File: src/rtl/gtpf_consts.vh
// Purpose: constants of the time-information packet framer
// Assumes: included by gtpf_framer.v and by the testbench
// Notes:   byte offsets inside the payload count from its first byte
`ifndef GTPF_CONSTS_VH
`define GTPF_CONSTS_VH
// ****************************************
// timing
// ****************************************
`define GTPF_CLK_HZ     40000000
`define GTPF_NS_PER_S   1000000000
`define GTPF_TICK_S     1
`define GTPF_NMEA_TO_S  2
`define GTPF_US_NS      1000
// ****************************************
// register map and reset values
// ****************************************
`define GTPF_REG_CTRL   8'h00
`define GTPF_REG_IP     8'h04
`define GTPF_REG_MACL   8'h08
`define GTPF_REG_MACH   8'h0C
`define GTPF_REG_STAT   8'h10
`define GTPF_REG_USEC   8'h14
`define GTPF_CTRL_GGA   0
`define GTPF_CTRL_EN    1
`define GTPF_CTRL_RST   2'h2
`define GTPF_IP_RST     32'hC0A801C9
`define GTPF_MAC_RST    48'h020000000001
`define GTPF_RESP_OK    2'h0
`define GTPF_RESP_ERR   2'h2
// ****************************************
// frame layout
// ****************************************
`define GTPF_INIT_TOD   48'h200520000000
`define GTPF_HDR_LEN    10'h02A
`define GTPF_LAST_IDX   10'h229
`define GTPF_SENT_LEN   7'h64
`define GTPF_P_DATE     10'h002
`define GTPF_P_USEC     10'h00E
`define GTPF_P_SENT     10'h012
`define GTPF_P_RSV      10'h076
`define GTPF_P_STAT     10'h1FA
`define GTPF_P_LOCK     10'h1FB
`define GTPF_ETYPE      16'h0800
`define GTPF_IPW_VER    16'h4500
`define GTPF_IPW_LEN    16'h021C
`define GTPF_IPW_ID     16'h0000
`define GTPF_IPW_FRAG   16'h4000
`define GTPF_IPW_TTLP   16'h8011
`define GTPF_UDP_SRC    16'h2710
`define GTPF_UDP_DST    16'h277E
`define GTPF_UDP_LEN    16'h0208
`define GTPF_MARK       16'hFFEE
`define GTPF_FILL       8'hDF
`endif

File: src/rtl/gtpf_framer.v
// Purpose: once-per-second time-information UDP frame generator
// Assumes: nmea bytes come from a UART on clk; pps_in is asynchronous
// Notes:   time of day is held as BCD, microseconds in binary; register bus is AXI4-Lite
`timescale 1ns/1ps
`include "gtpf_consts.vh"
module gtpf_framer #(
  parameter CLK_HZ  = `GTPF_CLK_HZ,
  parameter NMEA_TO = `GTPF_NMEA_TO_S * `GTPF_CLK_HZ
) (
  input  wire        clk,
  input  wire        rst,
  input  wire [7:0]  s_axi_awaddr,
  input  wire        s_axi_awvalid,
  output reg         s_axi_awready,
  input  wire [31:0] s_axi_wdata,
  input  wire [3:0]  s_axi_wstrb,
  input  wire        s_axi_wvalid,
  output reg         s_axi_wready,
  output reg  [1:0]  s_axi_bresp,
  output reg         s_axi_bvalid,
  input  wire        s_axi_bready,
  input  wire [7:0]  s_axi_araddr,
  input  wire        s_axi_arvalid,
  output reg         s_axi_arready,
  output reg  [31:0] s_axi_rdata,
  output reg  [1:0]  s_axi_rresp,
  output reg         s_axi_rvalid,
  input  wire        s_axi_rready,
  input  wire        pps_in,
  input  wire [7:0]  nmea_data,
  input  wire        nmea_valid,
  output reg  [7:0]  tx_data,
  output reg         tx_valid,
  output reg         tx_last,
  input  wire        tx_ready,
  output reg  [47:0] tod_bcd,
  output reg  [31:0] tod_usec,
  output reg         pps_locked,
  output reg         nmea_locked
);
  localparam [31:0] PERIOD = CLK_HZ * `GTPF_TICK_S;
  localparam [31:0] LOCK_WIN = PERIOD + PERIOD / 8;
  localparam [31:0] TO_CYC = NMEA_TO;
  localparam [31:0] US_CYC = CLK_HZ / (`GTPF_NS_PER_S / `GTPF_US_NS);

  // ****************************************
  // functions
  // ****************************************
  function [7:0] bcd_inc;
    input [7:0] v;
    begin
      if (v[3:0] == 4'h9)
        bcd_inc = {v[7:4] + 4'h1, 4'h0};
      else
        bcd_inc = {v[7:4], v[3:0] + 4'h1};
    end
  endfunction

  function [7:0] days_in;
    input [7:0] m;
    input [7:0] y;
    reg   [4:0] s;
    begin
      s = {y[7:4], 1'b0} + {1'b0, y[3:0]};
      case (m)
        8'h02:   days_in = (s[1:0] == 2'h0) ? 8'h29 : 8'h28;
        8'h04, 8'h06, 8'h09, 8'h11: days_in = 8'h30;
        default: days_in = 8'h31;
      endcase
    end
  endfunction

  function [7:0] hdr_char;
    input       gga;
    input [3:0] pos;
    begin
      case (pos)
        4'h0:    hdr_char = 8'h47;
        4'h1:    hdr_char = 8'h50;
        4'h2:    hdr_char = gga ? 8'h47 : 8'h52;
        4'h3:    hdr_char = gga ? 8'h47 : 8'h4D;
        default: hdr_char = gga ? 8'h41 : 8'h43;
      endcase
    end
  endfunction

  function [7:0] half;
    input [15:0] w;
    input        hi;
    begin
      half = hi ? w[15:8] : w[7:0];
    end
  endfunction

  function [31:0] wmask;
    input [31:0] old;
    input [31:0] d;
    input [3:0]  st;
    integer      i;
    begin
      wmask = old;
      for (i = 0; i < 4; i = i + 1)
        if (st[i]) wmask[8*i +: 8] = d[8*i +: 8];
    end
  endfunction

  // ****************************************
  // registers and bus slave
  // ****************************************
  reg  [1:0]  ctrl;
  reg  [31:0] src_ip;
  reg  [47:0] src_mac;
  reg         busy;
  wire        gga = ctrl[`GTPF_CTRL_GGA];
  wire        wr_go = s_axi_awvalid & s_axi_wvalid & ~s_axi_awready
                      & ~s_axi_bvalid;
  wire        rd_go = s_axi_arvalid & ~s_axi_arready & ~s_axi_rvalid;
  wire [31:0] mach_w = wmask({16'h0000, src_mac[47:32]}, s_axi_wdata,
                             s_axi_wstrb);

  always @(posedge clk) begin
    s_axi_awready <= wr_go;
    s_axi_wready  <= wr_go;
    s_axi_arready <= rd_go;
    if (rst) begin
      ctrl         <= `GTPF_CTRL_RST;
      src_ip       <= `GTPF_IP_RST;
      src_mac      <= `GTPF_MAC_RST; // arbitrary local default
      s_axi_bvalid <= 1'b0;
      s_axi_bresp  <= `GTPF_RESP_OK;
      s_axi_rvalid <= 1'b0;
      s_axi_rresp  <= `GTPF_RESP_OK;
      s_axi_rdata  <= 32'h00000000;
    end else begin
      if (wr_go) begin
        s_axi_bvalid <= 1'b1;
        s_axi_bresp  <= `GTPF_RESP_OK;
        case (s_axi_awaddr)
          `GTPF_REG_CTRL: if (s_axi_wstrb[0]) ctrl <= s_axi_wdata[1:0];
          `GTPF_REG_IP:   src_ip <= wmask(src_ip, s_axi_wdata, s_axi_wstrb);
          `GTPF_REG_MACL: src_mac[31:0] <= wmask(src_mac[31:0],
                                                 s_axi_wdata, s_axi_wstrb);
          `GTPF_REG_MACH: src_mac[47:32] <= mach_w[15:0];
          `GTPF_REG_STAT, `GTPF_REG_USEC: s_axi_bresp <= `GTPF_RESP_OK;
          default:        s_axi_bresp <= `GTPF_RESP_ERR;
        endcase
      end else if (s_axi_bready) begin
        s_axi_bvalid <= 1'b0;
      end
      if (rd_go) begin
        s_axi_rvalid <= 1'b1;
        s_axi_rresp  <= `GTPF_RESP_OK;
        case (s_axi_araddr)
          `GTPF_REG_CTRL: s_axi_rdata <= {30'h0, ctrl};
          `GTPF_REG_IP:   s_axi_rdata <= src_ip;
          `GTPF_REG_MACL: s_axi_rdata <= src_mac[31:0];
          `GTPF_REG_MACH: s_axi_rdata <= {16'h0000, src_mac[47:32]};
          `GTPF_REG_STAT: s_axi_rdata <= {29'h0, busy, nmea_locked,
                                          pps_locked};
          `GTPF_REG_USEC: s_axi_rdata <= tod_usec;
          default: begin
            s_axi_rdata <= 32'h00000000;
            s_axi_rresp <= `GTPF_RESP_ERR;
          end
        endcase
      end else if (s_axi_rready) begin
        s_axi_rvalid <= 1'b0;
      end
    end
  end

  // ****************************************
  // one-second tick and microseconds
  // ****************************************
  reg  [1:0]  pps_sync;
  reg         pps_d;
  reg  [31:0] tcnt;
  reg         tick;
  reg  [7:0]  uscnt;
  wire        pps_rise = pps_sync[1] & ~pps_d;

  always @(posedge clk) begin
    pps_sync <= {pps_sync[0], pps_in};
    tick     <= 1'b0;
    if (rst) begin
      pps_d      <= 1'b0;
      tcnt       <= 32'h00000000;
      pps_locked <= 1'b0;
      uscnt      <= 8'h00;
      tod_usec   <= 32'h00000000;
    end else begin
      pps_d <= pps_sync[1];
      if (pps_rise) begin
        tcnt       <= 32'h00000000;
        tick       <= 1'b1;
        pps_locked <= 1'b1;
      end else if ((!pps_locked && tcnt == PERIOD - 32'h1) ||
                   (pps_locked && tcnt == LOCK_WIN - 32'h1)) begin
        tcnt       <= 32'h00000000;
        tick       <= 1'b1;
        pps_locked <= 1'b0;
      end else begin
        tcnt <= tcnt + 32'h1;
      end
      if (pps_rise || tick) begin
        uscnt    <= 8'h00;
        tod_usec <= 32'h00000000;
      end else if (uscnt == US_CYC[7:0] - 8'h1) begin
        uscnt    <= 8'h00;
        tod_usec <= tod_usec + 32'h1;
      end else begin
        uscnt <= uscnt + 8'h1;
      end
    end
  end

  // ****************************************
  // sentence parser
  // ****************************************
  reg  [7:0]  sbuf [0:255];
  reg         in_sent, hdr_ok, star, got_t, got_d, bank, fresh, c_hasd;
  reg  [4:0]  field;
  reg  [3:0]  cpos;
  reg  [6:0]  wpos, c_len;
  reg  [23:0] sh, p_time, p_date, c_time, c_date;
  reg  [7:0]  p_stat, c_stat;
  reg  [31:0] to_cnt;
  wire [7:0]  b = nmea_data;
  wire        sep = (b == 8'h2C) || (b == 8'h2A);
  wire        done = nmea_valid & in_sent & star & (cpos == 4'h1);
  wire        commit = done & hdr_ok & got_t & (gga | got_d);

  always @(posedge clk) begin
    if (nmea_valid && (b == 8'h24 || (in_sent && wpos < `GTPF_SENT_LEN)))
      sbuf[{~bank, (b == 8'h24) ? 7'h00 : wpos}] <= b;
    if (rst) begin
      in_sent <= 1'b0; hdr_ok <= 1'b0; star <= 1'b0;
      got_t   <= 1'b0; got_d  <= 1'b0; bank <= 1'b0;
      fresh   <= 1'b0; c_hasd <= 1'b0; field <= 5'h00;
      cpos    <= 4'h0; wpos   <= 7'h00; c_len <= 7'h00;
      sh      <= 24'h0; p_time <= 24'h0; p_date <= 24'h0;
      c_time  <= 24'h0; c_date <= 24'h0; p_stat <= 8'h00;
      c_stat  <= 8'h00; to_cnt <= 32'h0; nmea_locked <= 1'b0;
    end else begin
      if (nmea_valid && b == 8'h24) begin
        in_sent <= 1'b1; hdr_ok <= 1'b1; star <= 1'b0;
        got_t   <= 1'b0; got_d  <= 1'b0; field <= 5'h00;
        cpos    <= 4'h0; wpos   <= 7'h01; p_stat <= 8'h00;
      end else if (nmea_valid && in_sent) begin
        if (wpos < `GTPF_SENT_LEN) wpos <= wpos + 7'h1;
        if (star) begin
          cpos <= cpos + 4'h1;
          if (done) in_sent <= 1'b0;
        end else if (sep) begin
          if (field == 5'h01 && cpos >= 4'h6) begin
            p_time <= sh;
            got_t  <= 1'b1;
          end
          if (!gga && field == 5'h09 && cpos >= 4'h6) begin
            p_date <= sh;
            got_d  <= 1'b1;
          end
          if (field != 5'h1F) field <= field + 5'h01;
          cpos <= 4'h0;
          star <= (b == 8'h2A);
        end else begin
          if (field == 5'h00 && (cpos > 4'h4 || b != hdr_char(gga, cpos)))
            hdr_ok <= 1'b0;
          if (cpos < 4'h6) sh <= {sh[19:0], b[3:0]};
          if (cpos == 4'h0 && ((!gga && field == 5'h02) ||
                               (gga && field == 5'h06)))
            p_stat <= b;
          if (cpos != 4'hF) cpos <= cpos + 4'h1;
        end
      end
      if (commit) begin
        c_time <= p_time;
        c_date <= p_date;
        c_hasd <= ~gga;
        c_stat <= p_stat;
        c_len  <= (wpos < `GTPF_SENT_LEN) ? wpos + 7'h1 : `GTPF_SENT_LEN;
        bank   <= ~bank;
      end
      // a new sentence outranks the tick that consumes the old one
      fresh <= commit | (fresh & ~tick);
      if (commit) begin
        nmea_locked <= 1'b1;
        to_cnt      <= 32'h0;
      end else if (nmea_locked) begin
        if (to_cnt == TO_CYC - 32'h1) nmea_locked <= 1'b0;
        to_cnt <= to_cnt + 32'h1;
      end
    end
  end

  // ****************************************
  // time of day
  // ****************************************
  reg  [7:0] yr, mo, dy, hr, mi, se;
  reg  [7:0] next_yr, next_mo, next_dy, next_hr, next_mi, next_se;

  always @* begin
    {yr, mo, dy} = (fresh && c_hasd) ? {c_date[7:0], c_date[15:8],
                                        c_date[23:16]} : tod_bcd[47:24];
    {hr, mi, se} = fresh ? c_time : tod_bcd[23:0];
    {next_yr, next_mo, next_dy, next_hr, next_mi, next_se} =
      {yr, mo, dy, hr, mi, bcd_inc(se)};
    if (se == 8'h59) begin
      next_se = 8'h00;
      next_mi = bcd_inc(mi);
      if (mi == 8'h59) begin
        next_mi = 8'h00;
        next_hr = bcd_inc(hr);
        if (hr == 8'h23) begin
          next_hr = 8'h00;
          next_dy = bcd_inc(dy);
          if (dy == days_in(mo, yr)) begin
            next_dy = 8'h01;
            next_mo = bcd_inc(mo);
            if (mo == 8'h12) begin
              next_mo = 8'h01;
              next_yr = (yr == 8'h99) ? 8'h00 : bcd_inc(yr);
            end
          end
        end
      end
    end
  end

  always @(posedge clk) begin
    if (rst)
      tod_bcd <= `GTPF_INIT_TOD;
    else if (tick)
      tod_bcd <= {next_yr, next_mo, next_dy, next_hr, next_mi, next_se};
  end

  // ****************************************
  // frame byte generator
  // ****************************************
  reg  [9:0]  idx, p;
  reg  [7:0]  fbyte;
  reg         fbank;
  reg  [6:0]  flen;
  reg  [3:0]  k;
  reg  [2:0]  j;
  reg  [47:0] tb;
  wire [19:0] s1 = `GTPF_IPW_VER + `GTPF_IPW_LEN + `GTPF_IPW_ID
                 + `GTPF_IPW_FRAG + `GTPF_IPW_TTLP + 20'h1FFFE
                 + src_ip[31:16] + src_ip[15:0];
  wire [16:0] s2 = s1[15:0] + s1[19:16];
  wire [15:0] csum = ~(s2[15:0] + {15'h0, s2[16]});

  always @* begin
    p  = idx - `GTPF_HDR_LEN;
    k  = 4'hB - idx[3:0];
    j  = 3'h6 - p[3:1];
    tb = {tod_bcd[47:24], tod_bcd[7:0], tod_bcd[15:8], tod_bcd[23:16]};
    fbyte = 8'h00;
    if (idx < 10'h006) fbyte = 8'hFF;
    else if (idx < 10'h00C) fbyte = src_mac[{k[2:0], 3'h0} +: 8];
    else if (idx < 10'h01A) begin
      case (idx[4:0])
        5'h0C: fbyte = half(`GTPF_ETYPE, 1'b1);
        5'h0D: fbyte = half(`GTPF_ETYPE, 1'b0);
        5'h0E: fbyte = half(`GTPF_IPW_VER, 1'b1);
        5'h10: fbyte = half(`GTPF_IPW_LEN, 1'b1);
        5'h11: fbyte = half(`GTPF_IPW_LEN, 1'b0);
        5'h14: fbyte = half(`GTPF_IPW_FRAG, 1'b1);
        5'h16: fbyte = half(`GTPF_IPW_TTLP, 1'b1);
        5'h17: fbyte = half(`GTPF_IPW_TTLP, 1'b0);
        5'h18: fbyte = csum[15:8];
        5'h19: fbyte = csum[7:0];
        default: fbyte = 8'h00;
      endcase
    end else if (idx < 10'h01E) fbyte = src_ip[{k[1:0] + 2'h2, 3'h0} +: 8];
    else if (idx < 10'h022) fbyte = 8'hFF;
    else if (idx < `GTPF_HDR_LEN) begin
      case (idx[2:0])
        3'h2: fbyte = half(`GTPF_UDP_SRC, 1'b1);
        3'h3: fbyte = half(`GTPF_UDP_SRC, 1'b0);
        3'h4: fbyte = half(`GTPF_UDP_DST, 1'b1);
        3'h5: fbyte = half(`GTPF_UDP_DST, 1'b0);
        3'h6: fbyte = half(`GTPF_UDP_LEN, 1'b1);
        3'h7: fbyte = half(`GTPF_UDP_LEN, 1'b0);
        default: fbyte = 8'h00;
      endcase
    end else if (p < `GTPF_P_DATE)
      fbyte = half(`GTPF_MARK, ~p[0]);
    else if (p < `GTPF_P_USEC)
      fbyte = {4'h3, p[0] ? tb[{j, 3'h4} +: 4] : tb[{j, 3'h0} +: 4]};
    else if (p < `GTPF_P_SENT)
      fbyte = tod_usec[{p[1:0] - 2'h2, 3'h0} +: 8];
    else if (p < `GTPF_P_RSV) begin
      if (p[6:0] - 7'h12 < flen)
        fbyte = sbuf[{fbank, p[6:0] - 7'h12}];
    end else if (p < `GTPF_P_STAT) fbyte = `GTPF_FILL;
    else if (p == `GTPF_P_STAT) fbyte = nmea_locked ? c_stat : 8'h00;
    else if (p == `GTPF_P_LOCK) fbyte = {7'h00, pps_locked};
    else fbyte = 8'h00;
  end

  always @(posedge clk) begin
    if (rst) begin
      busy     <= 1'b0;
      idx      <= 10'h000;
      fbank    <= 1'b0;
      flen     <= 7'h00;
      tx_data  <= 8'h00;
      tx_valid <= 1'b0;
      tx_last  <= 1'b0;
    end else begin
      if (tick && !busy && ctrl[`GTPF_CTRL_EN]) begin
        busy  <= 1'b1;
        idx   <= 10'h000;
        fbank <= bank;
        flen  <= c_len;
      end else if (busy && (!tx_valid || tx_ready)) begin
        tx_data  <= fbyte;
        tx_valid <= 1'b1;
        tx_last  <= (idx == `GTPF_LAST_IDX);
        idx      <= idx + 10'h001;
        if (idx == `GTPF_LAST_IDX) busy <= 1'b0;
      end else if (tx_ready) begin
        tx_valid <= 1'b0;
        tx_last  <= 1'b0;
      end
    end
  end
endmodule // gtpf_framer

File: config.mk
export PLATFORM = sky130hd
export DESIGN_NAME = gtpf_framer
export DESIGN_NICKNAME = d
export VERILOG_FILES = /design/src/rtl/gtpf_framer.v
export VERILOG_INCLUDE_DIRS = /design/src /design/src/rtl
export SDC_FILE = /design/constraint.sdc
export NUM_CORES = 2
export LEC_CHECK = 0
export BUFFER_PORTS_ARGS = -buffer_cell sky130_fd_sc_hd__buf_2
export CAP_MARGIN = 20
export CORE_MARGIN = 8
export CORE_UTILIZATION = 57
export CTS_CLUSTER_DIAMETER = 150
export DETAILED_ROUTE_END_ITERATION = 6
export PLACE_DENSITY = 0.76
export SETUP_SLACK_MARGIN = 0.2
export SLEW_MARGIN = 20
export SYNTH_ARGS = -nofsm -noshare
export SYNTH_HDL_FRONTEND = slang
export SYNTH_SLANG_ARGS = --single-unit
File: constraint.sdc
create_clock -name clk -period 6.6 [get_ports clk]
set_clock_uncertainty 0.2 [all_clocks]
set_input_delay 1.32 -clock clk [delete_from_list [all_inputs] [get_ports clk]]
set_output_delay 1.32 -clock clk [all_outputs]
set_load 0.05 [all_outputs]
==> impl_metrics.csv <==
group,metric,value,unit
place,finalWeightedCongestion,0.944,
synthesis,muxShareOfSynthArea,14.9,%
setup_path,worstPathRequired,7.19,ns
synthesis,synthXorXnorAreaFrac,1.49,%
grt,pin_count_of_the_biggest_net_entering_global_routing,204,
synthesis,yosys.area_share.simple,8.10,%
floorplan,die_area,198000,um^2
cells_and_area,final_cell_count_no_fill,10200,
synthesis,synthDistinctLibCells,110,
power_and_ir_drop,power,33.5,mW
clock_tree,clk_pin_slew_worst_paths,0.06,ns
synthesis,synth.top_cells.by_area,"sky130_fd_sc_hd__edfxtp_1 (59%), sky130_fd_sc_hd__mux4_2 (12%), sky130_fd_sc_hd__dfxtp_1 (9.0%), sky130_fd_sc_hd__mux2i_1 (2.8%), sky130_fd_sc_hd__nor2_1 (2.5%)",
floorplan,die_h,445,um
cells_and_area,multiInputGateArea,33800,um^2
synthesis,synth.cell_area,105000,um^2
sta,timing.final.setup_violations,0,
sta,rsz0062_at_grt,"yes",
clock_tree,post_cts_hold_buffer_count,0,
worst_hold_path,worst_hold_path_type,"flip-flop to flip-flop",
outcome,violations,"design-rule violations",
floorplan,rows,157,
synthesis,yosys_warning_total,0,
sta,finalHoldWorstSlack,0.128,ns
synthesis,synth.ff_latch_count,2522,
detailed_routing,post_drt_wl_per_cell,28.3,um
place,detailedPlacementHpwl,180000,um
power_and_ir_drop,power_density,280,nW/um^2
sta,maxClockFrequency,163,MHz
setup_path,critical_path.max_fanout,5,
grt,grt_util_all_layers,28.5,%
setup_path,crit_path_top_delay_cell,"sky130_fd_sc_hd__a2111o_1",
clock_tree,max-clock-path-buffers,4,
sta,post-route-min-period,6.13,ns
detailed_routing,antenna_violating_nets_post_route,0,
cells_and_area,layout-drive-gt1-share,18.9,%
sta,final_max_slew_viol_count,0,
power_and_ir_drop,total_leakage_power,40.3,nW
synthesis,synth_ff_type,"sky130_fd_sc_hd__edfxtp_1",
grt,antenna_found_initial,8,
clock_tree,cts.sink_count,2522,
clock_tree,h-tree-depth,5,
sta,timing.final.hold_violations,0,
setup_path,arrival,6.72,ns
setup_path,path_class,"flip-flop to flip-flop",
synthesis,synthAdderAreaFrac,1.05,%
floorplan,core-area,183000,um^2
cells_and_area,register_area,71000,um^2
clock_tree,clkLatencyLatePin,0.90,ns
clock_tree,cts-buffers-inserted,274,
synthesis,synth_largest_type_area_fraction,58.5,%
outcome,status,"finished with violations",
clock_tree,cts_tree,"done",
cells_and_area,post-route-util,65.3,%
cells_and_area,fin_nets,7741,
synthesis,synth-seq-area-share,67.6,%
detailed_routing,avgViaCountPerCell,6.38,
detailed_routing,drc_violations_left,66,
grt,grt.overflow.total,0,
setup_path,crit_path_end_kind,"flip-flop",
floorplan,pin_count,203,
cells_and_area,final.fill_count,12500,
floorplan,initial_standard_cell_utilization_of_the_core,57.4,%
setup_path,path_buf_inv,3,
synthesis,ys_async_sr_fraction,0,%
power_and_ir_drop,max-vdd-ir-drop,0.216,mV
cells_and_area,syn2layout_area_growth,13.8,%
flow_run,cap_viol_max_count,0,
synthesis,fraction_of_the_mapped_netlist_area_in_compound_gates,4.79,%
place,placed_cells_incl_taps,9761,
setup_path,cp_slowest_stage_delay,0.40,ns
grt,grt_pass1_wl,424000,um
place,port-buffer-count,200,
synthesis,synthDominantAreaCellType,"sky130_fd_sc_hd__edfxtp_1",
synthesis,netlist_instances,6833,
synthesis,number_of_enable_type_register_cells_in_the_synthesized_netlist,2048,
sta,max-slew-margin-rel,10.7,%
synthesis,synthesis.area_per_instance,15.4,um^2
detailed_routing,drt-initial-drc-count,8796,
synthesis,main_combinational_cell_family_by_area_after_synthesis,"multiplexers",
setup_path,critPathTopFamily,"compound AO/OA/AOI/OAI gates",
detailed_routing,detail_route.first_pass.iterations,7,
setup_path,kind_of_start_point_of_the_critical_path,"flip-flop",
sta,finalCritPeriodShare,92.8,%
clock_tree,cts_root_buffer,"sky130_fd_sc_hd__clkbuf_16",
floorplan,chipWidth,445,um
detailed_routing,total_vias_in_the_final_route,65300,
detailed_routing,routed_wirelength,289000,um
grt,first_global_vias,64200,
sta,tightest_slew,1.31,ns
-- worst paths after layout --
kind	depth (start not counted)	slack (ns)	from	to
setup / recovery	30	0.47	src_ip[0]$_SDFFE_PP1P_	tx_data[2]$_SDFFE_PP0P_
hold / removal	0	0.13	pps_sync[0]$_DFF_P_	pps_sync[1]$_DFF_P_
setup reg to reg	30	0.47	src_ip[0]$_SDFFE_PP1P_	tx_data[2]$_SDFFE_PP0P_
hold reg to reg	0	0.13	pps_sync[0]$_DFF_P_	pps_sync[1]$_DFF_P_
-- cells in the final DEF, fill, tap and decap left out, types with 78 or more instances in the layout --
cell                           n
sky130_fd_sc_hd__and3_1       78
sky130_fd_sc_hd__nand2_1     671
sky130_fd_sc_hd__buf_4       197
sky130_fd_sc_hd__o21ai_0     111
sky130_fd_sc_hd__conb_1      450
sky130_fd_sc_hd__inv_1        94
sky130_fd_sc_hd__mux4_2      549
sky130_fd_sc_hd__mux2i_1     293
sky130_fd_sc_hd__nor2_1      688
sky130_fd_sc_hd__edfxtp_1   2048
sky130_fd_sc_hd__clkbuf_16   283
sky130_fd_sc_hd__buf_2       191
sky130_fd_sc_hd__xor2_1       99
sky130_fd_sc_hd__dfxtp_1     465
sky130_fd_sc_hd__nand3_1     130
sky130_fd_sc_hd__a21oi_1     258
-- flip-flops by register name (all words and copies together), names as in the netlist, 10 cells and up --
name and count:
c_date 24, c_time 24, idx 10, p_date 24, p_time 24, s_axi_rdata 32, sbuf 2048, sh 24
src_ip 32, src_mac 48, tcnt 32, to_cnt 32, tod_bcd 48, tod_usec 32
-- cell type report --
cell class	instances	area share [%]
Inverter	103	0.329
Multi-Input combinational cell	4260	28.3
Sequential cell	2522	59.4
Antenna cell	9	0.0188
Clock buffer	348	6.19
Tap cell	2464	2.58
Timing Repair Buffer	424	2.56
Clock inverter	106	0.706
-- cells in the mapped netlist, drive strengths merged, types with 15 or more instances --
cell type / instances
mux2i: 293
o211ai: 15
a222oi: 16
nand2b: 28
clkbuf: 224
nand3: 131
a21oi: 262
nor2b: 20
o21ai: 123
xnor2: 72
ha: 83
and3: 80
or3: 20
or2: 16
edfxtp: 2048
inv: 101
nor3: 67
nand2: 677
o31ai: 20
and2: 22
nor4: 34
a31oi: 38
mux2: 33
nand4: 45
xor2: 100
a22oi: 38
buf: 173
a211o: 17
o22ai: 30
a211oi: 47
dfxtp: 474
a311oi: 25
mux4: 549
nor2: 695
-- per-stage QoR --
| step | cell area [um^2] | setup slack, ns | TNS (ns) |
|---|---|---|---|
| after floorplan | 107000 | 0.368 | 0 |
| after global placement | 111000 | 0.0109 | 0 |
| after detailed placement | 111000 | -0.0965 | -0.0965 |
| after CTS | 119000 | 0.268 | 0 |
| after global routing | 120000 | 0.146 | 0 |
| final | 120000 | 0.472 | 0 |
-- cell families (layout without fill, tap and decap cells) --
family	after synthesis	count (layout)
flip-flops	2522	2522
other	1	459
buffers and inverters	500	981
multiplexers	875	875
AO/OA/AOI/OAI	766	766
XOR/XNOR	173	173
adder cells (fa/ha/maj)	87	87
AND/OR/NAND/NOR	1909	1909
-- per-layer routing --
metal / wire (um) / GRT usage, % / vias up / part of all wire (%)
li1: - / - / 27400 / -
met1: 105000 / 37.4 / 32700 / 36
met2: 133000 / 44.6 / 4397 / 46
met3: 33500 / 7.31 / 847 / 12
met4: 17500 / 14.6 / 2 / 6.0
met5: 13 / 0 / - / 0.0045
-- timing repair --
| action | 4_1_cts | 5_1_grt |
|---|---|---|
| resized for setup | 7 | 28 |
| pin swaps | 9 | 21 |
| endpoints found under the setup margin | 2 | 6 |
| buffers inserted | 2 | 10 |
-- report_power, final --
| group | total [mW] | leakage (nW) | switching (mW) | internal, mW |
|---|---|---|---|---|
| logic | 1.51 | 13.7 | 0.956 | 0.559 |
| registers | 17.5 | 22.6 | 0.0989 | 17.4 |
| clock network | 14.4 | 4.04 | 6.04 | 8.40 |
| total | 33.5 | 40.3 | 7.09 | 26.4 |
-- worst register-to-register path: cells and delay by family (launching register included) --
kind                       cells  cell delay [ns]
AOI/OAI and AO/OA             10             2.19
and+or+nand+nor                9             1.49
adders and majority gates      6             1.20
DFF                            1             0.38
xor gates and xnor gates       2             0.33
buffers and inverters          3             0.27
Note: power is estimated with default switching activity, not from simulation.
